`src/rtl/baud_div_pkg.sv`:
```
// Purpose: Shared constants and types for the dual baud rate divider.
// Assumes: Master clock is the core clock, or external ticks on it.
// Notes:   Divisor table is indexed by the 4-bit rate code.
package baud_div_pkg;

    // Rate code width and count of selectable codes per channel
    localparam int RATE_W    = 4;
    localparam int NUM_CODES = 16;

    // Channel count and channel indices
    localparam int NUM_CH = 2;
    localparam int CH_RX  = 0;
    localparam int CH_TX  = 1;

    // Width of the feedback register that counts master ticks
    localparam int CNT_W = 15;

    // Output runs at this multiple of the nominal bit rate
    localparam int OVERSAMPLE = 16;

    // Core clock rate
    localparam int CORE_CLK_HZ = 10_000_000;

    // Rate code loaded at reset
    localparam logic [RATE_W-1:0] RATE_RESET = 4'h0;

    // Counter constants
    localparam logic [CNT_W-1:0] CNT_ONE  = 15'h0001;
    localparam logic [CNT_W-1:0] CNT_ZERO = 15'h0000;

    // Master-clock divisor for each rate code, code 0 first
    localparam logic [CNT_W-1:0] DIVISOR_TABLE [0:NUM_CODES-1] = '{
        15'h18C0, 15'h1080, 15'h0B40, 15'h0933,
        15'h0840, 15'h0420, 15'h0210, 15'h0108,
        15'h00B0, 15'h009E, 15'h0084, 15'h0058,
        15'h0042, 15'h002C, 15'h0021, 15'h0010
    };

    // Phase of one divider channel
    typedef enum logic [1:0] {
        PH_RESTART = 2'b00,
        PH_LOW     = 2'b01,
        PH_HIGH    = 2'b10
    } phase_t;

    // Rate programming of one channel
    typedef struct packed {
        logic              load;
        logic [RATE_W-1:0] rate;
    } chan_cfg_t;

    // Observable state of one channel
    typedef struct packed {
        logic              freq;
        logic              rise;
        logic              changed;
        logic [RATE_W-1:0] rate;
    } chan_stat_t;

endpackage

```
`src/rtl/dual_baud_rate_divider.sv`:
```
// Purpose: Dual programmable divider making receive and transmit
//          16x bit-rate clocks from one master clock.
// Assumes: All inputs synchronous to core_clk.
// Notes:   External master input is counted on its rising edges.
`timescale 1ns/100ps
module dual_baud_rate_divider (
    // Clock, reset and freeze
    input  wire logic                               core_clk,
    input  wire logic                               reset_n,
    input  wire logic                               clk_en,

    // Master clock source selection
    input  wire logic                               ext_clk_sel,
    input  wire logic                               master_clk_in_a,
    input  wire logic                               master_clk_in_b,

    // Receive rate programming
    input  wire logic [baud_div_pkg::RATE_W-1:0]    rx_rate_sel,
    input  wire logic                               rx_addr_load,

    // Transmit rate programming
    input  wire logic [baud_div_pkg::RATE_W-1:0]    tx_rate_sel,
    input  wire logic                               tx_addr_load,

    // Frequency outputs
    output logic                                    rx_freq_out,
    output logic                                    tx_freq_out,

    // Rising-edge markers of the outputs
    output logic                                    rx_freq_rise,
    output logic                                    tx_freq_rise,

    // Address register contents
    output logic [baud_div_pkg::RATE_W-1:0]         rx_rate_cur,
    output logic [baud_div_pkg::RATE_W-1:0]         tx_rate_cur,

    // Rate change markers
    output logic                                    rx_rate_changed,
    output logic                                    tx_rate_changed
);

    // ------------------------------------------------------------
    // Local declarations
    // ------------------------------------------------------------

    // Per-channel programming, packed for the channel loop
    baud_div_pkg::chan_cfg_t    cfg     [baud_div_pkg::NUM_CH];

    // Per-channel observable state
    baud_div_pkg::chan_stat_t   stat    [baud_div_pkg::NUM_CH];

    // Per-channel divisor chosen from the code table
    logic [baud_div_pkg::CNT_W-1:0] divisor [baud_div_pkg::NUM_CH];

    // Per-channel restart request
    logic                       restart [baud_div_pkg::NUM_CH];

    // Differential external level and its last value
    logic                       ext_level;
    logic                       ext_prev_q;

    // Source select seen last cycle, to spot a switch
    logic                       sel_prev_q;

    // One master period has elapsed this cycle
    logic                       master_tick;

    // Source switched this cycle
    logic                       src_switch;

    // ------------------------------------------------------------
    // Divisor lookup
    // ------------------------------------------------------------

    // Table lookup keeps all sixteen ratios in one place
    function automatic logic [baud_div_pkg::CNT_W-1:0] code_divisor(
        input logic [baud_div_pkg::RATE_W-1:0] code
    );
        code_divisor = baud_div_pkg::DIVISOR_TABLE[code];
    endfunction

    // ------------------------------------------------------------
    // Gather channel programming
    // ------------------------------------------------------------

    // Receive channel inputs
    assign cfg[baud_div_pkg::CH_RX] = '{
        load: rx_addr_load,
        rate: rx_rate_sel
    };

    // Transmit channel inputs
    assign cfg[baud_div_pkg::CH_TX] = '{
        load: tx_addr_load,
        rate: tx_rate_sel
    };

    // ------------------------------------------------------------
    // Master clock source
    // ------------------------------------------------------------

    // The two master pins form a pair: pin a high and pin b
    // low means a high level. For a cascade, drive pin a
    // from a preceding output and hold pin b low.
    assign ext_level = master_clk_in_a & ~master_clk_in_b;

    // Remember the last external level for edge detection
    always_ff @(posedge core_clk or negedge reset_n) begin
        if (!reset_n) begin
            ext_prev_q <= 1'b0;
        end else if (clk_en) begin
            ext_prev_q <= ext_level;
        end
    end

    // Remember the source select to catch a switch of source
    always_ff @(posedge core_clk or negedge reset_n) begin
        if (!reset_n) begin
            sel_prev_q <= 1'b0;
        end else if (clk_en) begin
            sel_prev_q <= ext_clk_sel;
        end
    end

    // Internal source ticks every core cycle; the external source
    // ticks once per rising edge, so an input faster than half the
    // core rate loses edges. This is what lets one output serve as
    // the master of a following divider.
    always_comb begin
        if (ext_clk_sel) begin
            master_tick = ext_level & ~ext_prev_q;
        end else begin
            master_tick = 1'b1;
        end
    end

    // A switch of source leaves the phase meaningless; restart both
    assign src_switch = ext_clk_sel ^ sel_prev_q;

    // ------------------------------------------------------------
    // Channels
    // ------------------------------------------------------------

    // Two identical channels, each with its own address register
    // and divider, sharing only the master tick and the source-switch restart. Nothing one
    // channel does reaches the other.
    for (genvar ch = 0; ch < baud_div_pkg::NUM_CH; ch++) begin : g_chan

        // Address register: level strobe, may be tied high
        rate_addr_reg u_addr (
            .core_clk   (core_clk),
            .reset_n    (reset_n),
            .clk_en     (clk_en),
            .cfg        (cfg[ch]),
            .rate_q     (stat[ch].rate),
            .changed_q  (stat[ch].changed)
        );

        // Ratio follows the held code, not the raw pins
        assign divisor[ch] = code_divisor(stat[ch].rate);

        // Restart on a new ratio or a new source
        assign restart[ch] = stat[ch].changed | src_switch;

        // Feedback register dividing the master ticks
        freq_divider u_div (
            .core_clk   (core_clk),
            .reset_n    (reset_n),
            .clk_en     (clk_en),
            .tick       (master_tick),
            .restart    (restart[ch]),
            .divisor    (divisor[ch]),
            .freq_q     (stat[ch].freq),
            .rise_q     (stat[ch].rise)
        );

    end

    // ------------------------------------------------------------
    // Outputs, all straight from channel flip-flops
    // ------------------------------------------------------------

    // Sixteen-times clocks for the receiver and transmitter
    assign rx_freq_out     = stat[baud_div_pkg::CH_RX].freq;
    assign tx_freq_out     = stat[baud_div_pkg::CH_TX].freq;

    // Rising-edge markers, handy for logic on core_clk
    assign rx_freq_rise    = stat[baud_div_pkg::CH_RX].rise;
    assign tx_freq_rise    = stat[baud_div_pkg::CH_TX].rise;

    // Held codes, readable back by the controlling logic
    assign rx_rate_cur     = stat[baud_div_pkg::CH_RX].rate;
    assign tx_rate_cur     = stat[baud_div_pkg::CH_TX].rate;

    // Rate change markers
    assign rx_rate_changed = stat[baud_div_pkg::CH_RX].changed;
    assign tx_rate_changed = stat[baud_div_pkg::CH_TX].changed;

endmodule // dual_baud_rate_divider

```
`src/rtl/freq_divider.sv`:
```
// Purpose: Programmable divider producing one 16x bit-rate clock.
// Assumes: tick marks one master clock period; restart is a pulse.
// Notes:   Low half gets the extra tick of an odd divisor.
`timescale 1ns/100ps
module freq_divider (
    // Clock and reset
    input  wire logic                               core_clk,
    input  wire logic                               reset_n,
    input  wire logic                               clk_en,
    // Control
    input  wire logic                               tick,
    input  wire logic                               restart,
    input  wire logic [baud_div_pkg::CNT_W-1:0]     divisor,
    // Output
    output logic                                    freq_q,
    output logic                                    rise_q
);

    // Phase, remaining ticks in phase
    baud_div_pkg::phase_t                   phase_q;
    logic [baud_div_pkg::CNT_W-1:0]         cnt_q;
    logic [baud_div_pkg::CNT_W-1:0]         high_len;
    logic [baud_div_pkg::CNT_W-1:0]         low_len;

    // Split the period into two halves
    assign high_len = divisor >> 1;
    assign low_len  = divisor - high_len;

    // Feedback register: reloads itself at the end of each half
    always_ff @(posedge core_clk or negedge reset_n) begin
        if (!reset_n) begin
            phase_q <= baud_div_pkg::PH_RESTART;
            cnt_q   <= baud_div_pkg::CNT_ZERO;
            freq_q  <= 1'b0;
            rise_q  <= 1'b0;
        end else if (clk_en) begin
            rise_q <= 1'b0;
            if (restart) begin
                // New ratio or new source: drop low, start a full low half
                phase_q <= baud_div_pkg::PH_RESTART;
                freq_q  <= 1'b0;
                cnt_q   <= low_len - baud_div_pkg::CNT_ONE;
            end else if (tick) begin
                case (phase_q)
                    baud_div_pkg::PH_RESTART: begin
                        // First tick of the fresh low half
                        phase_q <= baud_div_pkg::PH_LOW;
                        cnt_q   <= low_len - baud_div_pkg::CNT_ONE
                                   - baud_div_pkg::CNT_ONE;
                    end
                    baud_div_pkg::PH_LOW: begin
                        if (cnt_q == baud_div_pkg::CNT_ZERO) begin
                            phase_q <= baud_div_pkg::PH_HIGH;
                            freq_q  <= 1'b1;
                            rise_q  <= 1'b1;
                            cnt_q   <= high_len - baud_div_pkg::CNT_ONE;
                        end else begin
                            cnt_q <= cnt_q - baud_div_pkg::CNT_ONE;
                        end
                    end
                    baud_div_pkg::PH_HIGH: begin
                        if (cnt_q == baud_div_pkg::CNT_ZERO) begin
                            phase_q <= baud_div_pkg::PH_LOW;
                            freq_q  <= 1'b0;
                            cnt_q   <= low_len - baud_div_pkg::CNT_ONE;
                        end else begin
                            cnt_q <= cnt_q - baud_div_pkg::CNT_ONE;
                        end
                    end
                    default: begin
                        phase_q <= baud_div_pkg::PH_RESTART;
                        freq_q  <= 1'b0;
                        cnt_q   <= low_len - baud_div_pkg::CNT_ONE;
                    end
                endcase
            end
        end
    end

endmodule // freq_divider

```
`src/rtl/rate_addr_reg.sv`:
```
// Purpose: Rate address register of one channel.
// Assumes: Load strobe is synchronous to core_clk.
// Notes:   A strobe tied high makes the register follow its inputs.
`timescale 1ns/100ps
module rate_addr_reg (
    // Clock and reset
    input  wire logic                               core_clk,
    input  wire logic                               reset_n,
    input  wire logic                               clk_en,
    // Programming
    input  wire baud_div_pkg::chan_cfg_t            cfg,
    // State
    output logic [baud_div_pkg::RATE_W-1:0]         rate_q,
    output logic                                    changed_q
);

    // Capture the code on every enabled cycle with the strobe high
    always_ff @(posedge core_clk or negedge reset_n) begin
        if (!reset_n) begin
            rate_q <= baud_div_pkg::RATE_RESET;
        end else if (clk_en && cfg.load) begin
            rate_q <= cfg.rate;
        end
    end

    // One-cycle flag when a load actually changes the code
    always_ff @(posedge core_clk or negedge reset_n) begin
        if (!reset_n) begin
            changed_q <= 1'b0;
        end else if (clk_en) begin
            changed_q <= cfg.load && (cfg.rate != rate_q);
        end
    end

endmodule // rate_addr_reg

```
`config.mk`:
```
export PLATFORM = sky130hd
export DESIGN_NAME = dual_baud_rate_divider
export DESIGN_NICKNAME = d
export VERILOG_FILES = /design/src/rtl/baud_div_pkg.sv /design/src/rtl/dual_baud_rate_divider.sv /design/src/rtl/freq_divider.sv /design/src/rtl/rate_addr_reg.sv
export SDC_FILE = /design/constraint.sdc
export NUM_CORES = 1
export LEC_CHECK = 0
export ABC_AREA = 1
export BUFFER_PORTS_ARGS = -buffer_cell sky130_fd_sc_hd__buf_2
export CAP_MARGIN = 20
export CORE_MARGIN = 3
export CORE_UTILIZATION = 46
export DETAILED_ROUTE_END_ITERATION = 16
export HOLD_SLACK_MARGIN = 0.12
export PLACE_DENSITY = 0.64
export SYNTH_ARGS = -nofsm -noshare
export SYNTH_HDL_FRONTEND = slang
export SYNTH_SLANG_ARGS = --single-unit
```
`constraint.sdc`:
```
create_clock -name core_clk -period 8.25 [get_ports core_clk]
set_input_delay 0.4125 -clock core_clk [delete_from_list [all_inputs] [get_ports core_clk]]
set_output_delay 0.4125 -clock core_clk [all_outputs]
set_load 0.02 [all_outputs]
```
# Word level (Yosys, flattened, before mapping)
# Memories as Yosys holds them, arrays and structs flattened.
# Cells that the tools add are included.
[word_totals]
regBits = 50
rom_bits = 480
in_bits = 16
out_inout_bits = 14
word_cells = 108
mem_count = 2
[memory_table]
columns = ["name", "depth", "word_bits", "read_ports", "rd_ports_with_merged_regs", "wr", "line_no", "rtl"]
rows = [
  ["(no name shown)", 16, 15, 1, 0, 0, "dual_baud_rate_divider.sv:79", "code_divisor = baud_div_pkg::DIVISOR_TABLE[code];"],
  ["(no name shown)", 16, 15, 1, 0, 0, "dual_baud_rate_divider.sv:79", ""],
]
[op_classes]
addsub = 10
order_cmp = 2
n_eq_ne = 12
mux = 43
n_bitwise = 9
n_reduce_logical = 16
[op_table]
columns = ["operator", "count"]
rows = [
  ["$mux W15", 12],
  ["$pmux W15 S3", 2],
  ["$sub A15 B1 Y15 const B", 6],
  ["$logic_not A15 Y1", 2],
  ["$sub A14 B1 Y15 const B", 2],
  ["$sub A15 B14 Y15", 2],
  ["$mux W1", 17],
  ["$mux W2", 8],
  ["$ne A3 B1 Y1 const B", 4],
  ["$pmux W2 S3", 2],
  ["$ge A5 B5 Y1 const B", 2],
  ["$not A4 Y5", 2],
  ["$reduce_and A5 Y1", 2],
  ["$ne A4 B4 Y1", 2],
  ["$reduce_and A4 Y1", 2],
  ["$pmux W1 S3", 2],
  ["$eq A2 B1 Y1 const B", 2],
  ["$eq A2 B2 Y1 const B", 2],
  ["$logic_and A1 B1 Y1", 4],
  ["$logic_not A2 Y1", 2],
  ["$ne A2 B1 Y1 const B", 2],
  ["$reduce_and A2 Y1", 2],
  ["$reduce_bool A2 Y1", 2],
  ["$and A1 B1 Y1", 2],
  ["3 further kinds", 5],
]

# Logic depth before layout (Yosys ltp)
[logic_depth]
word_depth = 10
ltp_mapped = 25
mapped_depth_nobuf = 25

# Cells and area by module
# From an unflattened synthesis, not the netlist that was laid out.
[hier_totals]
hier_cells = 1359
area_unflattened_um2 = 8030.2
[by_module_without_submodules]
columns = ["module", "n_inst", "cells_each", "area_per_inst_um2", "seq_area_each_um2"]
rows = [
  ["freq_divider (g_chan[0].u_div)", 1, 579, 3382.0, 475.5],
  ["freq_divider (g_chan[1].u_div)", 1, 562, 3364.5, 475.5],
  ["dual_baud_rate_divider", 1, 134, 740.7, 50.0],
  ["rate_addr_reg", 2, 42, 271.5, 125.1],
]

# Worst setup path before layout
# Ideal clock, no wire load.
[synth_timing]
kind = "register to register"
startpoint = "register g_chan[0].u_addr.rate_q[0] in the netlist's numbering"
endpoint = "register g_chan[0].u_div.cnt_q[12] in the netlist's numbering"
arrival_ns = 3.031
path_slack_ns = 5.102
stages_incl_launch_ff = 22
cell_sequence = "dfrtp_1 inv_1 ha_1 nand2_1 inv_1 o21ai_0 inv_1 ha_1 fa_1 inv_1 ha_1 inv_1 nor2_1 nand3_1 nor2_4 nand2_1 nor2_4 nand3_1 nand3_1 nand2_1 nand2_1 nand2_1"
[synth_via]
elab_chain_cells = 10
[synth_lines]
columns = ["element", "line_no", "rtl"]
rows = [
  ["start: declaration", "rate_addr_reg.sv:13", "output logic [baud_div_pkg::RATE_W-1:0] rate_q,"],
  ["start signal: assignment", "rate_addr_reg.sv:20", "rate_q <= baud_div_pkg::RATE_RESET;"],
  ["start signal: assignment", "rate_addr_reg.sv:22", "rate_q <= cfg.rate;"],
  ["$not A4 Y5 (not written as such) *", "dual_baud_rate_divider.sv:79", ""],
  ["$mem_v2 Z16 W15 *", "n/a", ""],
  ["$mux W15 (not written as such) * (2 in series)", "dual_baud_rate_divider.sv:79", ""],
  ["$sub A15 B14 Y15", "freq_divider.sv:27", "assign low_len = divisor - high_len;"],
  ["$sub A15 B1 Y15", "n/a", ""],
  ["$sub A15 B1 Y15 or $mux W15 (tied branches)", "freq_divider.sv:49, freq_divider.sv:62", ""],
  ["$pmux W15 S3", "freq_divider.sv:44", "case (phase_q)"],
  ["$mux W15", "freq_divider.sv:43", "end else if (tick) begin"],
  ["$mux W15 *", "freq_divider.sv:38", "if (restart) begin"],
  ["end signal: assignment", "freq_divider.sv:42", "cnt_q <= low_len - baud_div_pkg::CNT_ONE;"],
  ["end signal: assignment", "freq_divider.sv:48", "cnt_q <= low_len - baud_div_pkg::CNT_ONE"],
  ["end signal: assignment", "freq_divider.sv:56", "cnt_q <= high_len - baud_div_pkg::CNT_ONE;"],
  ["end: declaration", "freq_divider.sv:21", "logic [baud_div_pkg::CNT_W-1:0] cnt_q;"],
]
# Every way passes the cells marked *; elsewhere a longest branch is shown, timed or not. The select of a mux whose other input is x is not followed.
# A chain may end at the register's enable or synchronous reset.

# Worst setup path in the final report
[layout_timing]
startpoint = "register g_chan[0].u_addr.rate_q[1] in the netlist's numbering"
endpoint = "register g_chan[0].u_div.cnt_q[10] in the netlist's numbering"
# The elaborated chain is that of the path after synthesis.

==> impl_metrics.yaml <==
logic_synthesis:
  ys_seq_elements: 50
  synth-edff-count: 0
  yosys_warnings: 0
  synth_area_leader_cell: "dfrtp_1"
  synthTopCellsByArea: "dfrtp_1, nand2_1, ha_1"
  ys.flop_type: "dfrtp_1"
  synth_area_sq_um: 7320
  yosysMostFrequentCell: "nand2_1"
  synthAdderAreaFrac_pct: 11.1
  yosysSeqAreaShare_pct: 17.1
  synth.avg_cell_area_sq_um: 6.26
  synthTopCellsByCount: "nand2_1, inv_1, nor2_1"
  syn-num-nets: 1249
  synth-simple-area-share_pct: 38.5
  netlist.area_leader.share_pct: 17.1
  synth_xor_area_share_pct: 5.40
  synthArstFlopShare_pct: 100
  muxShareOfSynthArea_pct: 0
  postSynthCellCount: 1169
  synth_top_family_by_area: "simple AND/OR/NAND/NOR gates"
  synth_cell_types: 57
  synth_compound_area_share_pct: 16.2
sta:
  timing.fmax_ghz: 0.285
  finClkSkew_ns: 0.0105
  fin_crit_sh_pct: 42.6
  rsz0062_at_grt: "no"
  tightest_slew_ns: 0.944
  slew_headroom_pct: 37.0
  fin_tns_setup_ns: 0
  slew_violations: 0
  fin_hold_ws_ns: 0.207
  hold_viol: 0
  setup_ws_ns: 4.74
  setup_viol: 0
  final.min_clock_period_ns: 3.51
grt:
  grt_overflow: 0
  grt_max_degree: 51
  track_usage_pct: 22.8
  grt_pass1_wl_mm: 33.1
  antenna_found_initial: 0
  grt_pass1_vias: 6555
critical_path:
  critPathKind: "reg2reg"
  worstReg2RegEnd: "g_chan[0].u_div.cnt_q[10]"
  crit_path_max_fanout: 9
  worstPathArrival_ns: 3.70
  reg2reg_depth: 21
  regToRegSetupSlack_ns: 4.74
  critPathCaptureType: "register"
  crit_required_ns: 8.44
  start_kind: "register"
  r2r_start: "g_chan[0].u_addr.rate_q[1]"
power:
  p_per_area_nw_per_um2: 277
  p_sw_share_pct: 55.9
  pwr-share-comb_pct: 69.4
  p_sw_uw: 1210
  p_seq_share_pct: 19.2
  power.leakage_uw: 0.00405
  irDropWorstVdd_mv: 0.125
  internal_power_uw: 956
  p_clk_share_pct: 11.4
layout:
  syn_to_final_growth_pct: 6.96
  nets: 1273
  seq_area_sq_um: 1250
  fillerInstances: 1640
  drive_above_1_share_pct: 12.2
  diodes: 0
  multi_input_area_sq_um: 5210
status:
  run_status: "completed"
route:
  wl_per_cell_um: 14.2
  ant_nets: 0
  first_pass_iters: 5
  via_count: 7351
  via_per_inst: 5.24
  first_iter_violations: 592
  wl_mm: 19.9
  drc: 0
die:
  fp.dieH_um: 132
  dieArea_sq_um: 17500
  pin_count: 30
  core_sq_um: 15400
  rows: 45
  initial_core_util_pct: 47.6
  dieWidth_um: 132
clock_tree:
  path_clk_slew_ns: 0.08
  cts_resized: 0
  ctsHoldBuffers: 0
  cts_made_buffers: 5
  clkSinkCount: 50
  cts_tree: "built"
  cts-htree-levels: 2
  cts_root_buf: "clkbuf_16"
  clock_path_buffers: 2
  clk_latency_ns: 0.31
  cts_setup_buffers: 0
placement:
  place_ws_ns: 4.76
  hpwl_mm: 16.0
  place_congestion: 0.903
  port_buffers: 29
worst_hold_path:
  hold_class: "in2async"
flow_run:
  cap_viol_max_count: 0
-- registers in the layout, indices dropped and copies added (netlist names) --
signal                   flops
g_chan.u_div.cnt_q          30
g_chan.u_addr.rate_q         8
g_chan.u_div.phase_q         4
g_chan.u_addr.changed_q      2
g_chan.u_div.freq_q          2
g_chan.u_div.rise_q          2
ext_prev_q                   1
sel_prev_q                   1
-- per-stage QoR --
step / utilization, % / instance area (sq um) / std cells / total power [uW]
2_1_floorplan: - / 7320 / 1169 / 1580
3_3_place_gp: 49.9 / 7660 / 1397 / 1890
3_5_place_dp: 49.9 / 7660 / 1397 / 1890
4_1_cts: 50.9 / 7830 / 1404 / 2150
5_1_grt: 50.9 / 7830 / 1404 / 2400
6_report: 50.9 / 7830 / 1404 / 2170
-- layer usage --
| metal | global-route usage [%] | up-vias | part of all wire, % |
|---|---|---|---|
| met3 | 5.04 | 15 | 7.2 |
| met2 | 32.5 | 209 | 40 |
| met4 | 3.91 | 0 | 0.90 |
| met1 | 35.4 | 3310 | 52 |
| li1 | - | 3817 | - |
| met5 | 0 | - | 0 |
-- logic make-up after synthesis --
group | Yosys count
simple gates | 595
buf+inv | 218
compound gates | 199
fa+ha+maj | 64
flops | 50
xor+xnor | 43
-- cell type report --
cell class,count,share of cell area [%]
clock buffer,5,1.60
clock inverter,2,0.495
inverter,202,9.72
multi-input combinational,901,66.6
sequential,50,16.0
tap,211,3.37
timing repair buffer,33,2.24
-- worst max-delay path, cell delays in order, from the launching register on --
cell and delay, ns:
dfrtp_1 0.51, inv_1 0.14, ha_1 0.24, nand2_1 0.14
inv_1 0.05, o21ai_0 0.53, inv_1 0.10, ha_1 0.38
nand2_1 0.13, inv_1 0.06, nand2_1 0.06, nand2_1 0.06
inv_1 0.07, nand2_1 0.05, nand2_1 0.05, nand2_1 0.11
nor2_4 0.15, nand2_1 0.11, nor2_4 0.13, o21ai_0 0.10
o211ai_1 0.11, a21oi_1 0.08
-- power groups by stage --
stage	clock, uW	sequential [uW]	combinational, uW
2_1_floorplan	0	403	1170
3_3_place_gp	0	417	1480
6_report	247	415	1500
4_1_cts	253	414	1490
5_1_grt	264	429	1700
3_5_place_dp	0	417	1480
-- placed cells by master, fill, tap and decap left out, drive strengths merged --
master	count
o22ai	8
bufinv	1
a21boi	1
dfrtp	50
o21bai	2
a21oi	47
a31oi	3
nor2	123
a22oi	3
o31ai	2
xnor2	12
nand4	21
nor3	15
xor2	31
inv	201
nand3b	7
or2	4
nor3b	2
nand3	89
a211oi	1
o21ai	102
and2	1
nand2	331
clkinv	2
a21bo	1
fa	2
o221ai	5
nor4	2
o211ai	17
clkbuf	5
o2111ai	5
buf	33
ha	62
o41ai	2
-- worst max path at each step --
stage	start	to	slack, ns	cells after the start
after global routing	g_chan[0].u_addr.rate_q[0]	g_chan[0].u_div.cnt_q[13]	4.35	22
after detailed placement	g_chan[0].u_addr.rate_q[1]	g_chan[0].u_div.cnt_q[12]	4.76	23
final	g_chan[0].u_addr.rate_q[1]	g_chan[0].u_div.cnt_q[10]	4.74	21
after global placement	g_chan[0].u_addr.rate_q[1]	g_chan[0].u_div.cnt_q[10]	4.76	21
after CTS	g_chan[0].u_addr.rate_q[1]	g_chan[0].u_div.cnt_q[10]	4.74	21
after floorplan	g_chan[0].u_addr.rate_q[0]	g_chan[0].u_div.cnt_q[12]	5.10	21
Note: power is estimated with default switching activity, not from simulation.
